## config.mk

```make
export PLATFORM = sky130hd
export DESIGN_NAME = psf_server
export DESIGN_NICKNAME = d
export VERILOG_FILES = /design/src/hdl/psf_pkg.sv /design/src/hdl/psf_evq_if.sv /design/src/hdl/psf_server.sv /design/src/hdl/psf_event_queue.sv
export SDC_FILE = /design/constraint.sdc
export NUM_CORES = 2
export LEC_CHECK = 0
export CORE_MARGIN = 3
export CORE_UTILIZATION = 55
export CTS_BUF_LIST = sky130_fd_sc_hd__clkbuf_8
export CTS_CLUSTER_SIZE = 40
export DETAILED_ROUTE_END_ITERATION = 12
export DONT_BUFFER_PORTS = 1
export PLACE_DENSITY = 0.7
export SYNTH_ARGS = -nofsm -noshare
export SYNTH_HDL_FRONTEND = slang
export SYNTH_HIERARCHICAL = 1
export SYNTH_SLANG_ARGS = --single-unit
```

## constraint.sdc

```tcl
create_clock -name ref_clk_in -period 5.03 [get_ports ref_clk_in]
set_input_delay 0.503 -clock ref_clk_in [delete_from_list [all_inputs] [get_ports ref_clk_in]]
set_output_delay 0.503 -clock ref_clk_in [all_outputs]
set_load 0.03 [all_outputs]
```

## src/hdl/psf_pkg.sv

```systemverilog
package psf_pkg;

  // framing
  localparam logic [7:0] PSF_SOP = 8'hAC;
  localparam logic [7:0] PSF_ZERO_BYTE = 8'h00;
  localparam logic [7:0] LEN_PARAM = 8'h05;
  localparam logic [7:0] LEN_SYS_INFO = 8'h10;
  localparam logic [7:0] LEN_PORT_INFO = 8'h11;
  localparam logic [7:0] EVT_BYTES = 8'h03;
  localparam logic [7:0] HDR_BYTES = 8'h03;

  // routine code range, gap and codes with special handling
  localparam logic [7:0] RTN_FIRST = 8'h01;
  localparam logic [7:0] RTN_SYS_INFO = 8'h02;
  localparam logic [7:0] RTN_PORT_INFO = 8'h08;
  localparam logic [7:0] RTN_EVENTS = 8'h2A;
  localparam logic [7:0] RTN_HOLE = 8'h2C;
  localparam logic [7:0] RTN_LAST = 8'h31;

  // widths and depths
  localparam int EVT_W = 24;
  localparam int EVQ_DEPTH = 72;
  localparam int EVQ_AW = 7;
  localparam int PAY_W = 136;
  localparam int PARAM_W = 40;

  // version strings, ascii, zero terminated, eight bytes each
  localparam logic [63:0] MGR_VERSION = 64'h312E300000000000;
  localparam logic [63:0] PLAT_VERSION = 64'h312E300000000000;

  typedef enum logic [2:0] {
    S_HUNT, S_ROUT, S_LEN, S_DATA, S_SUM, S_CALL, S_LOAD, S_SEND
  } psf_state_t;

  typedef enum logic [1:0] {
    K_PARAM, K_SYS, K_PORT, K_EVT
  } psf_kind_t;

endpackage : psf_pkg

```

## src/hdl/psf_evq_if.sv

```systemverilog
`timescale 1ns/1ps
`default_nettype none

// event queue handshake between the server and its queue
interface psf_evq_if;
  import psf_pkg::*;
  logic push;
  logic [EVT_W-1:0] push_data;
  logic pop;
  logic [EVT_W-1:0] head_data;
  logic [EVT_W-1:0] next_data;
  logic [EVQ_AW-1:0] count;

  modport queue (
    input push, push_data, pop,
    output head_data, next_data, count
  );
  modport user (
    output push, push_data, pop,
    input head_data, next_data, count
  );
endinterface : psf_evq_if

`default_nettype wire

```

## src/hdl/psf_server.sv

```systemverilog
`timescale 1ns/1ps
`default_nettype none
// What this block does
// packets open with start byte; hunt for it
// checksum makes routine-through-checksum sum zero
// payload is byte then word, length five
// system info routine 2, port info 8
// word parameter travels most significant first
// totals ignore query fields; reply per slot
// port queries: index in byte parameter
// port settings answer result in byte
// supply index in byte; status/power replies
// soft start, inflation through byte parameter
// system info reply: two strings, length 16
// port info reply echoes routine, length 17
// host ignores port info on nonzero result
// port info multibyte fields most significant first
// full event queue overwrites oldest entry
// event fetch returns all queued events together
// three bytes per event in reply
// no events gives zero length reply
// at most 72 events per reply
// host polls for events periodically
// every host packet uses five byte layout
// fetched events leave the queue
// unused reply slots sent as zeros

module psf_server (
  input wire logic ref_clk_in,
  input wire logic rst_in,
  input wire logic rx_valid_in,
  input wire logic [7:0] rx_byte_in,
  input wire logic tx_ready_in,
  output logic tx_valid_out,
  output logic [7:0] tx_byte_out,
  output logic call_valid_out,
  output logic [7:0] call_routine_out,
  output logic [7:0] call_byte_out,
  output logic [31:0] call_word_out,
  input wire logic done_valid_in,
  input wire logic [7:0] done_byte_in,
  input wire logic [31:0] done_word_in,
  input wire logic [psf_pkg::PAY_W-1:0] done_info_in,
  input wire logic evt_valid_in,
  input wire logic [psf_pkg::EVT_W-1:0] evt_data_in
);
  import psf_pkg::*;

  // routine table: codes 1..49 except the gap at 44
  function automatic logic rtn_valid(input logic [7:0] r);
    rtn_valid = (r >= RTN_FIRST) && (r <= RTN_LAST) && (r != RTN_HOLE);
  endfunction : rtn_valid

  // query slots used {byte, word}; the rest are forced to zero
  function automatic logic [1:0] query_slots(input logic [7:0] r);
    case (r)
      8'h01, 8'h02, 8'h03, 8'h04, 8'h05, 8'h06, 8'h0E, 8'h0F,
      8'h15, 8'h17, 8'h19, 8'h1B, 8'h2A, 8'h2B, 8'h2E, 8'h2F,
      8'h31: query_slots = 2'b00;
      8'h10, 8'h11, 8'h12, 8'h1C, 8'h1E, 8'h20, 8'h22, 8'h24,
      8'h26: query_slots = 2'b11;
      default: query_slots = 2'b10;
    endcase
  endfunction : query_slots

  // reply slots used {byte, word}; power quantities in the word
  function automatic logic [1:0] reply_slots(input logic [7:0] r);
    case (r)
      8'h03, 8'h04, 8'h05, 8'h0A, 8'h0B, 8'h0C, 8'h0D, 8'h13,
      8'h27, 8'h2F: reply_slots = 2'b01;
      8'h0F, 8'h2B, 8'h2D, 8'h30: reply_slots = 2'b00;
      default: reply_slots = 2'b10;
    endcase
  endfunction : reply_slots

  function automatic logic [7:0] pick_byte(input logic [PAY_W-1:0] v,
                                           input logic [7:0] k);
    logic [PAY_W-1:0] s;
    s = v << (k * 8);
    pick_byte = s[PAY_W-1 -: 8];
  endfunction : pick_byte

  function automatic logic [7:0] evt_byte(input logic [EVT_W-1:0] e,
                                          input logic [1:0] b);
    evt_byte = (b == 2'd0) ? e[23:16] : (b == 2'd1) ? e[15:8] : e[7:0];
  endfunction : evt_byte

  psf_evq_if evq();
  psf_event_queue u_queue (
    .ref_clk_in(ref_clk_in),
    .rst_in(rst_in),
    .q(evq)
  );

  psf_state_t state_r;
  psf_kind_t kind_r;
  logic [7:0] rt_r;
  logic [7:0] rlen_r;
  logic [7:0] cnt_r;
  logic [7:0] rsum_r;
  logic [PARAM_W-1:0] par_r;
  logic [PAY_W-1:0] pay_r;
  logic [7:0] tlen_r;
  logic [7:0] idx_r;
  logic [7:0] tsum_r;
  logic [1:0] evb_r;
  logic tx_valid_r;
  logic [7:0] tx_byte_r;
  logic call_valid_r;
  logic [7:0] call_rt_r;
  logic [7:0] call_b_r;
  logic [31:0] call_w_r;

  // receive side decode
  wire rx_take = rx_valid_in;
  wire [7:0] rsum_nxt = rsum_r + rx_byte_in;
  // bad sum, wrong length or unknown routine: dropped silently
  wire pkt_ok = (rsum_nxt == 8'h00) && (rlen_r == LEN_PARAM)
                && rtn_valid(rt_r);
  wire [1:0] qs = query_slots(rt_r);
  wire [1:0] rs = reply_slots(rt_r);
  wire [7:0] evt_len = {1'b0, evq.count} * EVT_BYTES;

  // transmit side selection
  wire tx_fire = tx_valid_r & tx_ready_in;
  wire [7:0] idx_n = idx_r + 1'b1;
  wire [7:0] sum_pos = tlen_r + HDR_BYTES;
  wire tx_last = (idx_r == sum_pos);
  wire cur_is_data = (idx_r >= HDR_BYTES) && !tx_last;
  wire [7:0] tsum_nxt = tsum_r + ((idx_r == 8'h00) ? 8'h00 : tx_byte_r);
  wire [7:0] csum_byte = 8'h00 - tsum_nxt;
  wire [7:0] d_off = idx_n - HDR_BYTES;
  wire [1:0] evb_n = (idx_r < HDR_BYTES || evb_r == 2'd2) ? 2'd0
                     : evb_r + 1'b1;
  // crossing into the next event reads the entry behind the head
  wire pop_now = tx_fire && (kind_r == K_EVT) && cur_is_data
                 && (evb_r == 2'd2);
  wire [7:0] evt_next = (cur_is_data && evb_r == 2'd2)
                        ? evt_byte(evq.next_data, 2'd0)
                        : evt_byte(evq.head_data, evb_n);
  wire [7:0] data_next = (kind_r == K_EVT) ? evt_next
                         : pick_byte(pay_r, d_off);
  wire [7:0] tx_next = (idx_n == 8'h01) ? rt_r
                       : (idx_n == 8'h02) ? tlen_r
                       : (idx_n == sum_pos) ? csum_byte : data_next;

  // event queue hookup; power manager events go straight in
  assign evq.push = evt_valid_in;
  assign evq.push_data = evt_data_in;
  assign evq.pop = pop_now;

  // parser, dispatcher and sender; bytes outside receive states are lost
  always_ff @(posedge ref_clk_in)
  begin
    if (rst_in)
    begin
      state_r <= S_HUNT;
      kind_r <= K_PARAM;
      rt_r <= 8'h00;
      rlen_r <= 8'h00;
      cnt_r <= 8'h00;
      rsum_r <= 8'h00;
      par_r <= '0;
      pay_r <= '0;
      tlen_r <= 8'h00;
      idx_r <= 8'h00;
      tsum_r <= 8'h00;
      evb_r <= 2'd0;
      tx_valid_r <= 1'b0;
      tx_byte_r <= 8'h00;
      call_valid_r <= 1'b0;
      call_rt_r <= 8'h00;
      call_b_r <= 8'h00;
      call_w_r <= 32'h00000000;
    end
    else
    begin
      case (state_r)
        S_HUNT:
        begin
          if (rx_take && rx_byte_in == PSF_SOP)
          begin
            state_r <= S_ROUT;
          end
        end
        S_ROUT:
        begin
          if (rx_take)
          begin
            rt_r <= rx_byte_in;
            rsum_r <= rx_byte_in;
            state_r <= S_LEN;
          end
        end
        S_LEN:
        begin
          if (rx_take)
          begin
            rlen_r <= rx_byte_in;
            rsum_r <= rsum_nxt;
            cnt_r <= 8'h00;
            state_r <= (rx_byte_in == 8'h00) ? S_SUM : S_DATA;
          end
        end
        S_DATA:
        begin
          if (rx_take)
          begin
            // byte parameter first, then the word, top byte first
            par_r <= {par_r[PARAM_W-9:0], rx_byte_in};
            rsum_r <= rsum_nxt;
            cnt_r <= cnt_r + 1'b1;
            state_r <= (cnt_r == rlen_r - 1'b1) ? S_SUM : S_DATA;
          end
        end
        S_SUM:
        begin
          if (rx_take)
          begin
            if (!pkt_ok)
            begin
              state_r <= S_HUNT;
            end
            else if (rt_r == RTN_SYS_INFO)
            begin
              kind_r <= K_SYS;
              tlen_r <= LEN_SYS_INFO;
              pay_r <= {MGR_VERSION, PLAT_VERSION, 8'h00};
              state_r <= S_LOAD;
            end
            else if (rt_r == RTN_EVENTS)
            begin
              kind_r <= K_EVT;
              tlen_r <= evt_len;
              state_r <= S_LOAD;
            end
            else
            begin
              // unused query fields never reach the manager
              call_valid_r <= 1'b1;
              call_rt_r <= rt_r;
              call_b_r <= qs[1] ? par_r[39:32] : 8'h00;
              call_w_r <= qs[0] ? par_r[31:0] : 32'h00000000;
              state_r <= S_CALL;
            end
          end
        end
        S_CALL:
        begin
          if (done_valid_in)
          begin
            call_valid_r <= 1'b0;
            if (rt_r == RTN_PORT_INFO)
            begin
              kind_r <= K_PORT;
              tlen_r <= LEN_PORT_INFO;
              pay_r <= done_info_in;
            end
            else
            begin
              kind_r <= K_PARAM;
              tlen_r <= LEN_PARAM;
              pay_r <= {rs[1] ? done_byte_in : 8'h00,
                        rs[0] ? done_word_in : 32'h00000000,
                        {(PAY_W - PARAM_W){1'b0}}};
            end
            state_r <= S_LOAD;
          end
        end
        S_LOAD:
        begin
          tx_valid_r <= 1'b1;
          tx_byte_r <= PSF_SOP;
          idx_r <= 8'h00;
          tsum_r <= 8'h00;
          evb_r <= 2'd0;
          state_r <= S_SEND;
        end
        S_SEND:
        begin
          if (tx_fire)
          begin
            if (tx_last)
            begin
              tx_valid_r <= 1'b0;
              state_r <= S_HUNT;
            end
            else
            begin
              idx_r <= idx_n;
              tsum_r <= tsum_nxt;
              tx_byte_r <= tx_next;
              evb_r <= evb_n;
            end
          end
        end
        default:
        begin
          state_r <= S_HUNT;
        end
      endcase
    end
  end

  assign tx_valid_out = tx_valid_r;
  assign tx_byte_out = tx_byte_r;
  assign call_valid_out = call_valid_r;
  assign call_routine_out = call_rt_r;
  assign call_byte_out = call_b_r;
  assign call_word_out = call_w_r;

  a_sop_first: assert property (
    @(posedge ref_clk_in) disable iff (rst_in)
    $rose(tx_valid_r) |-> tx_byte_r == PSF_SOP)
    else $error("reply did not open with start byte");

  a_sum_zero: assert property (
    @(posedge ref_clk_in) disable iff (rst_in)
    (tx_valid_r && tx_last) |-> (8'(tsum_r + tx_byte_r) == 8'h00))
    else $error("reply checksum wrong");

  a_param_len: assert property (
    @(posedge ref_clk_in) disable iff (rst_in)
    (tx_valid_r && idx_r == 8'h02 && kind_r == K_PARAM)
    |-> tx_byte_r == LEN_PARAM)
    else $error("parameter reply length not five");

  a_echo_routine: assert property (
    @(posedge ref_clk_in) disable iff (rst_in)
    (tx_valid_r && idx_r == 8'h01) |-> tx_byte_r == rt_r)
    else $error("routine not echoed");

  a_sys_len: assert property (
    @(posedge ref_clk_in) disable iff (rst_in)
    (tx_valid_r && idx_r == 8'h02 && kind_r == K_SYS)
    |-> tx_byte_r == LEN_SYS_INFO)
    else $error("system info length wrong");

  a_port_len: assert property (
    @(posedge ref_clk_in) disable iff (rst_in)
    (tx_valid_r && idx_r == 8'h02 && kind_r == K_PORT)
    |-> tx_byte_r == LEN_PORT_INFO)
    else $error("port info length wrong");

  a_evt_len: assert property (
    @(posedge ref_clk_in) disable iff (rst_in)
    (tx_valid_r && idx_r == 8'h02 && kind_r == K_EVT)
    |-> (tx_byte_r % EVT_BYTES == 8'h00) && (tx_byte_r <= 8'hD8))
    else $error("event reply length not whole events");

  a_unused_zero: assert property (
    @(posedge ref_clk_in) disable iff (rst_in)
    (tx_valid_r && idx_r == 8'h03 && kind_r == K_PARAM && !rs[1])
    |-> tx_byte_r == 8'h00)
    else $error("unused byte slot not zero");

  a_call_hold: assert property (
    @(posedge ref_clk_in) disable iff (rst_in)
    (call_valid_r && !done_valid_in)
    |=> call_valid_r && $stable(call_b_r) && $stable(call_w_r))
    else $error("manager call dropped before answer");

endmodule : psf_server

`default_nettype wire

```

## src/hdl/psf_event_queue.sv

```systemverilog
`timescale 1ns/1ps
`default_nettype none

module psf_event_queue (
  input wire logic ref_clk_in,
  input wire logic rst_in,
  psf_evq_if.queue q
);
  import psf_pkg::*;

  localparam logic [EVQ_AW-1:0] LAST_SLOT = EVQ_AW'(EVQ_DEPTH - 1);
  localparam logic [EVQ_AW-1:0] FULL_CNT = EVQ_AW'(EVQ_DEPTH);

  function automatic logic [EVQ_AW-1:0] wrap(input logic [EVQ_AW-1:0] p);
    wrap = (p == LAST_SLOT) ? '0 : p + 1'b1;
  endfunction : wrap

  logic [EVT_W-1:0] mem_r [EVQ_DEPTH];
  logic [EVQ_AW-1:0] wr_r;
  logic [EVQ_AW-1:0] rd_r;
  logic [EVQ_AW-1:0] cnt_r;
  logic [EVQ_AW-1:0] rd_nxt;
  logic [EVQ_AW-1:0] cnt_nxt;
  wire full = (cnt_r == FULL_CNT);
  wire do_pop = q.pop & (cnt_r != '0);
  // full queue: newest event pushes the oldest out
  wire drop = q.push & full & ~do_pop;

  // pointer and count steering
  assign rd_nxt = (do_pop | drop) ? wrap(rd_r) : rd_r;
  assign cnt_nxt = (q.push & ~do_pop & ~full) ? cnt_r + 1'b1 :
                   (~q.push & do_pop) ? cnt_r - 1'b1 : cnt_r;
  assign q.head_data = mem_r[rd_r];
  assign q.next_data = mem_r[wrap(rd_r)];
  assign q.count = cnt_r;

  // storage is not reset; count guards every read
  always_ff @(posedge ref_clk_in)
  begin
    if (q.push)
    begin
      mem_r[wr_r] <= q.push_data;
    end
  end

  // pointers
  always_ff @(posedge ref_clk_in)
  begin
    if (rst_in)
    begin
      wr_r <= '0;
      rd_r <= '0;
      cnt_r <= '0;
    end
    else
    begin
      wr_r <= q.push ? wrap(wr_r) : wr_r;
      rd_r <= rd_nxt;
      cnt_r <= cnt_nxt;
    end
  end

  a_depth_bound: assert property (
    @(posedge ref_clk_in) disable iff (rst_in) cnt_r <= FULL_CNT)
    else $error("event queue count above depth");

  a_overwrite_old: assert property (
    @(posedge ref_clk_in) disable iff (rst_in)
    drop |=> (cnt_r == FULL_CNT) && (rd_r == wrap($past(rd_r))))
    else $error("full push did not drop oldest event");

  a_pop_removes: assert property (
    @(posedge ref_clk_in) disable iff (rst_in)
    (do_pop && !q.push) |=> cnt_r == $past(cnt_r) - 1'b1)
    else $error("fetched event not removed");

endmodule : psf_event_queue

`default_nettype wire

```

==> metrics.md <==
| Metric | Value |
|---|---|
| Status | `completed` |
| Gr usage total | `0.310` |
| Slowest CP cell | `dfxtp_4` |
| DR vias/cell | `6.64` |
| FMAX | `207 MHz` |
| Max cap viols | `0` |
| Cts bufs inserted | `346` |
| 1st-iter DRT viols | `7,874` |
| Synthesis-to-layout area growth | `13.4%` |
| Critical Path Most Common Cell | `mux4_2` |
| Share of cells above drive strength 1 | `0.251` |
| Max-slew violations | `0` |
| Die Height | `409 um` |
| Clock skew | `91.8 ps` |
| Endpoints failing hold | `0` |
| Syn avg cell area | `16.4 sq um` |
| Pleak | `0.0322 uW` |
| Slew @ Worst Pin | `1360 ps` |
| Drt pass-1 iters | `6` |
| Crit-path cells | `buf_12 -> buf_12 -> mux4_2 -> mux4_2 -> mux4_2 -> nor2_1 -> a21oi_1 -> nor2_1 -> a21oi_1 -> o22ai_1 -> or4_1 -> o21ai_0 -> a2111oi_0 -> o22ai_1` |
| Overflow after GRT | `0` |
| Net count, final | `6,014` |
| Final Cycle Share | `0.959` |
| DP Worst Slack | `477 ps` |
| Power Dens Cells | `344 mW/mm^2` |
| Setup tns final | `0 ps` |
| Kind of critical path | `register to register` |
| R2r setup slk | `200 ps` |
| Min setup slack post-route | `204 ps` |
| DR WL/cell | `31.7 um` |
| Tmin final | `4830 ps` |
| Root buffer cell | `clkbuf_8` |
| I/O pins | `272` |
| Initial Util | `0.555` |
| CTS H-tree lvls | `5` |
| GPL Wtd Cong | `1.02` |
| Worst EP arrival | `5640 ps` |
| CP Max Fanout | `22` |
| Design area | `0.101 sq mm` |
| Rows | `147` |
| PortBufs | `0` |
| Initial antenna violation count | `29` |
| CTS max path bufs | `4` |
| Worst Path Required | `5850 ps` |
| Setup-failing EPs final | `0` |
| Post-route ant nets | `0` |
| Residual DRC | `0` |
| PnR Total Power | `34,800 uW` |
| CTS tree | `yes` |
| Placed cell area | `0.0919 sq mm` |
| Total Wirelength | `260 mm` |
| RSZ-0062 raised after global routing | `false` |
| Worst path max stage delay | `600 ps` |
| Finished Core Util | `0.629` |
| HPWL after DPL | `156 mm` |
| Core area | `0.161 sq mm` |
| Syn_nets | `5,689` |
| Mapped Cells | `5,431` |
| Maximum VDD drop | `0.468 mV` |
| # clock sinks | `2,057` |
| Largest net degree at the start of global routing | `277` |
| Die area | `0.167 sq mm` |
| Vias in the first global route | `53.3k` |
| Die width | `409 um` |
| Yosys Warn Count | `6` |
| Critical path launch point type | `register` |
| Clock insertion delay at the later pin of the skew report | `1060 ps` |
| Critical path endpoint category | `register` |
| Routed vias | `54.4k` |
| Worst Hold Class | `primary input to register` |
| Relative slew margins | `0.0963` |
| Worst-path clk slew | `60 ps` |
| Post-Syn Area | `0.0892 sq mm` |
| First-pass GRT wire length | `375 mm` |
[worst max-delay path, delay by kind of cell, from the launching register on]
kind            cells  cell delay (ps)
compound gates      6             1330
flops               1              600
buf+inv             2              490
simple gates        3              690
mux                 3             1540
[state kept, by name (all words and copies together) (netlist names), 32 cells and up, named ones only]
register	cells
call_word_out	32
pay_r	136
par_r	40
u_queue/mem_r	1728
[area by class of cell]
type,count,area (sq um)
Antenna cell,27,67.6
Clock buffer,366,5040
Clock inverter,228,1240
Fill cell,11200,59600
Inverter,53,199
Multi-Input combinational cell,2836,28500
Sequential cell,2057,58500
Tap cell,2160,2700
Timing Repair Buffer,462,4850
[placed cells by master (no fill, tap or decap), types with 41 or more instances in the layout]
cell and count:
nor3_1 96, buf_4 195, clkbuf_8 366, nand2_1 452, nor2_4 41, a21oi_1 244
dfxtp_1 323, nor2_1 245, o21ai_0 88, dlygate4sd3_1 214, edfxtp_1 1728, inv_1 151
clkinv_1 76, mux2i_1 116, mux4_2 688, nand3_1 185
[report_power, final]
| part | switching [uW] | total (uW) | internal [uW] | leakage (uW) |
|---|---|---|---|---|
| Clock | 6530 | 13800 | 7300 | 0.00360 |
| Sequential | 192 | 18800 | 18600 | 0.0182 |
| Combinational | 1350 | 2160 | 808 | 0.0104 |
| Total | 8070 | 34800 | 26700 | 0.0322 |
[final timing paths]
path	endpoint	from	cells after the start
hold / removal	cnt_r[2]$_SDFFE_PP0P_	rst_in	2
setup / recovery	tx_byte_out[0]$_SDFFE_PP0P_	register	14
hold reg to reg	call_byte_out[5]$_SDFFE_PP0P_	par_r[37]$_SDFFE_PP0P_	2
setup reg to reg	tx_byte_out[0]$_SDFFE_PP0P_	register	14
[timing repair]
item                       CTS  global route
hold endpoints to repair  2023             0
hold buffers               239             0
setup buffers                0             0
resized for setup            0             0
[routing by layer]
| metal | vias up | GRT usage | share of wire |
|---|---|---|---|
| met5 | - | 0 | 0.000058 |
| met4 | 2 | 0.134 | 0.048 |
| met3 | 697 | 0.0803 | 0.11 |
| met2 | 3669 | 0.478 | 0.47 |
| met1 | 27700 | 0.423 | 0.37 |
| li1 | 22300 | - | - |
[through the flow]
stage / instances / hold WS (ps)
final: 8189 / 66.9
after floorplan: 5431 / 427
after CTS: 8162 / 15.5
after global routing: 8179 / 88.9
after detailed placement: 7329 / 441
after global placement: 7329 / 437
(Power assumes the default switching activity.)
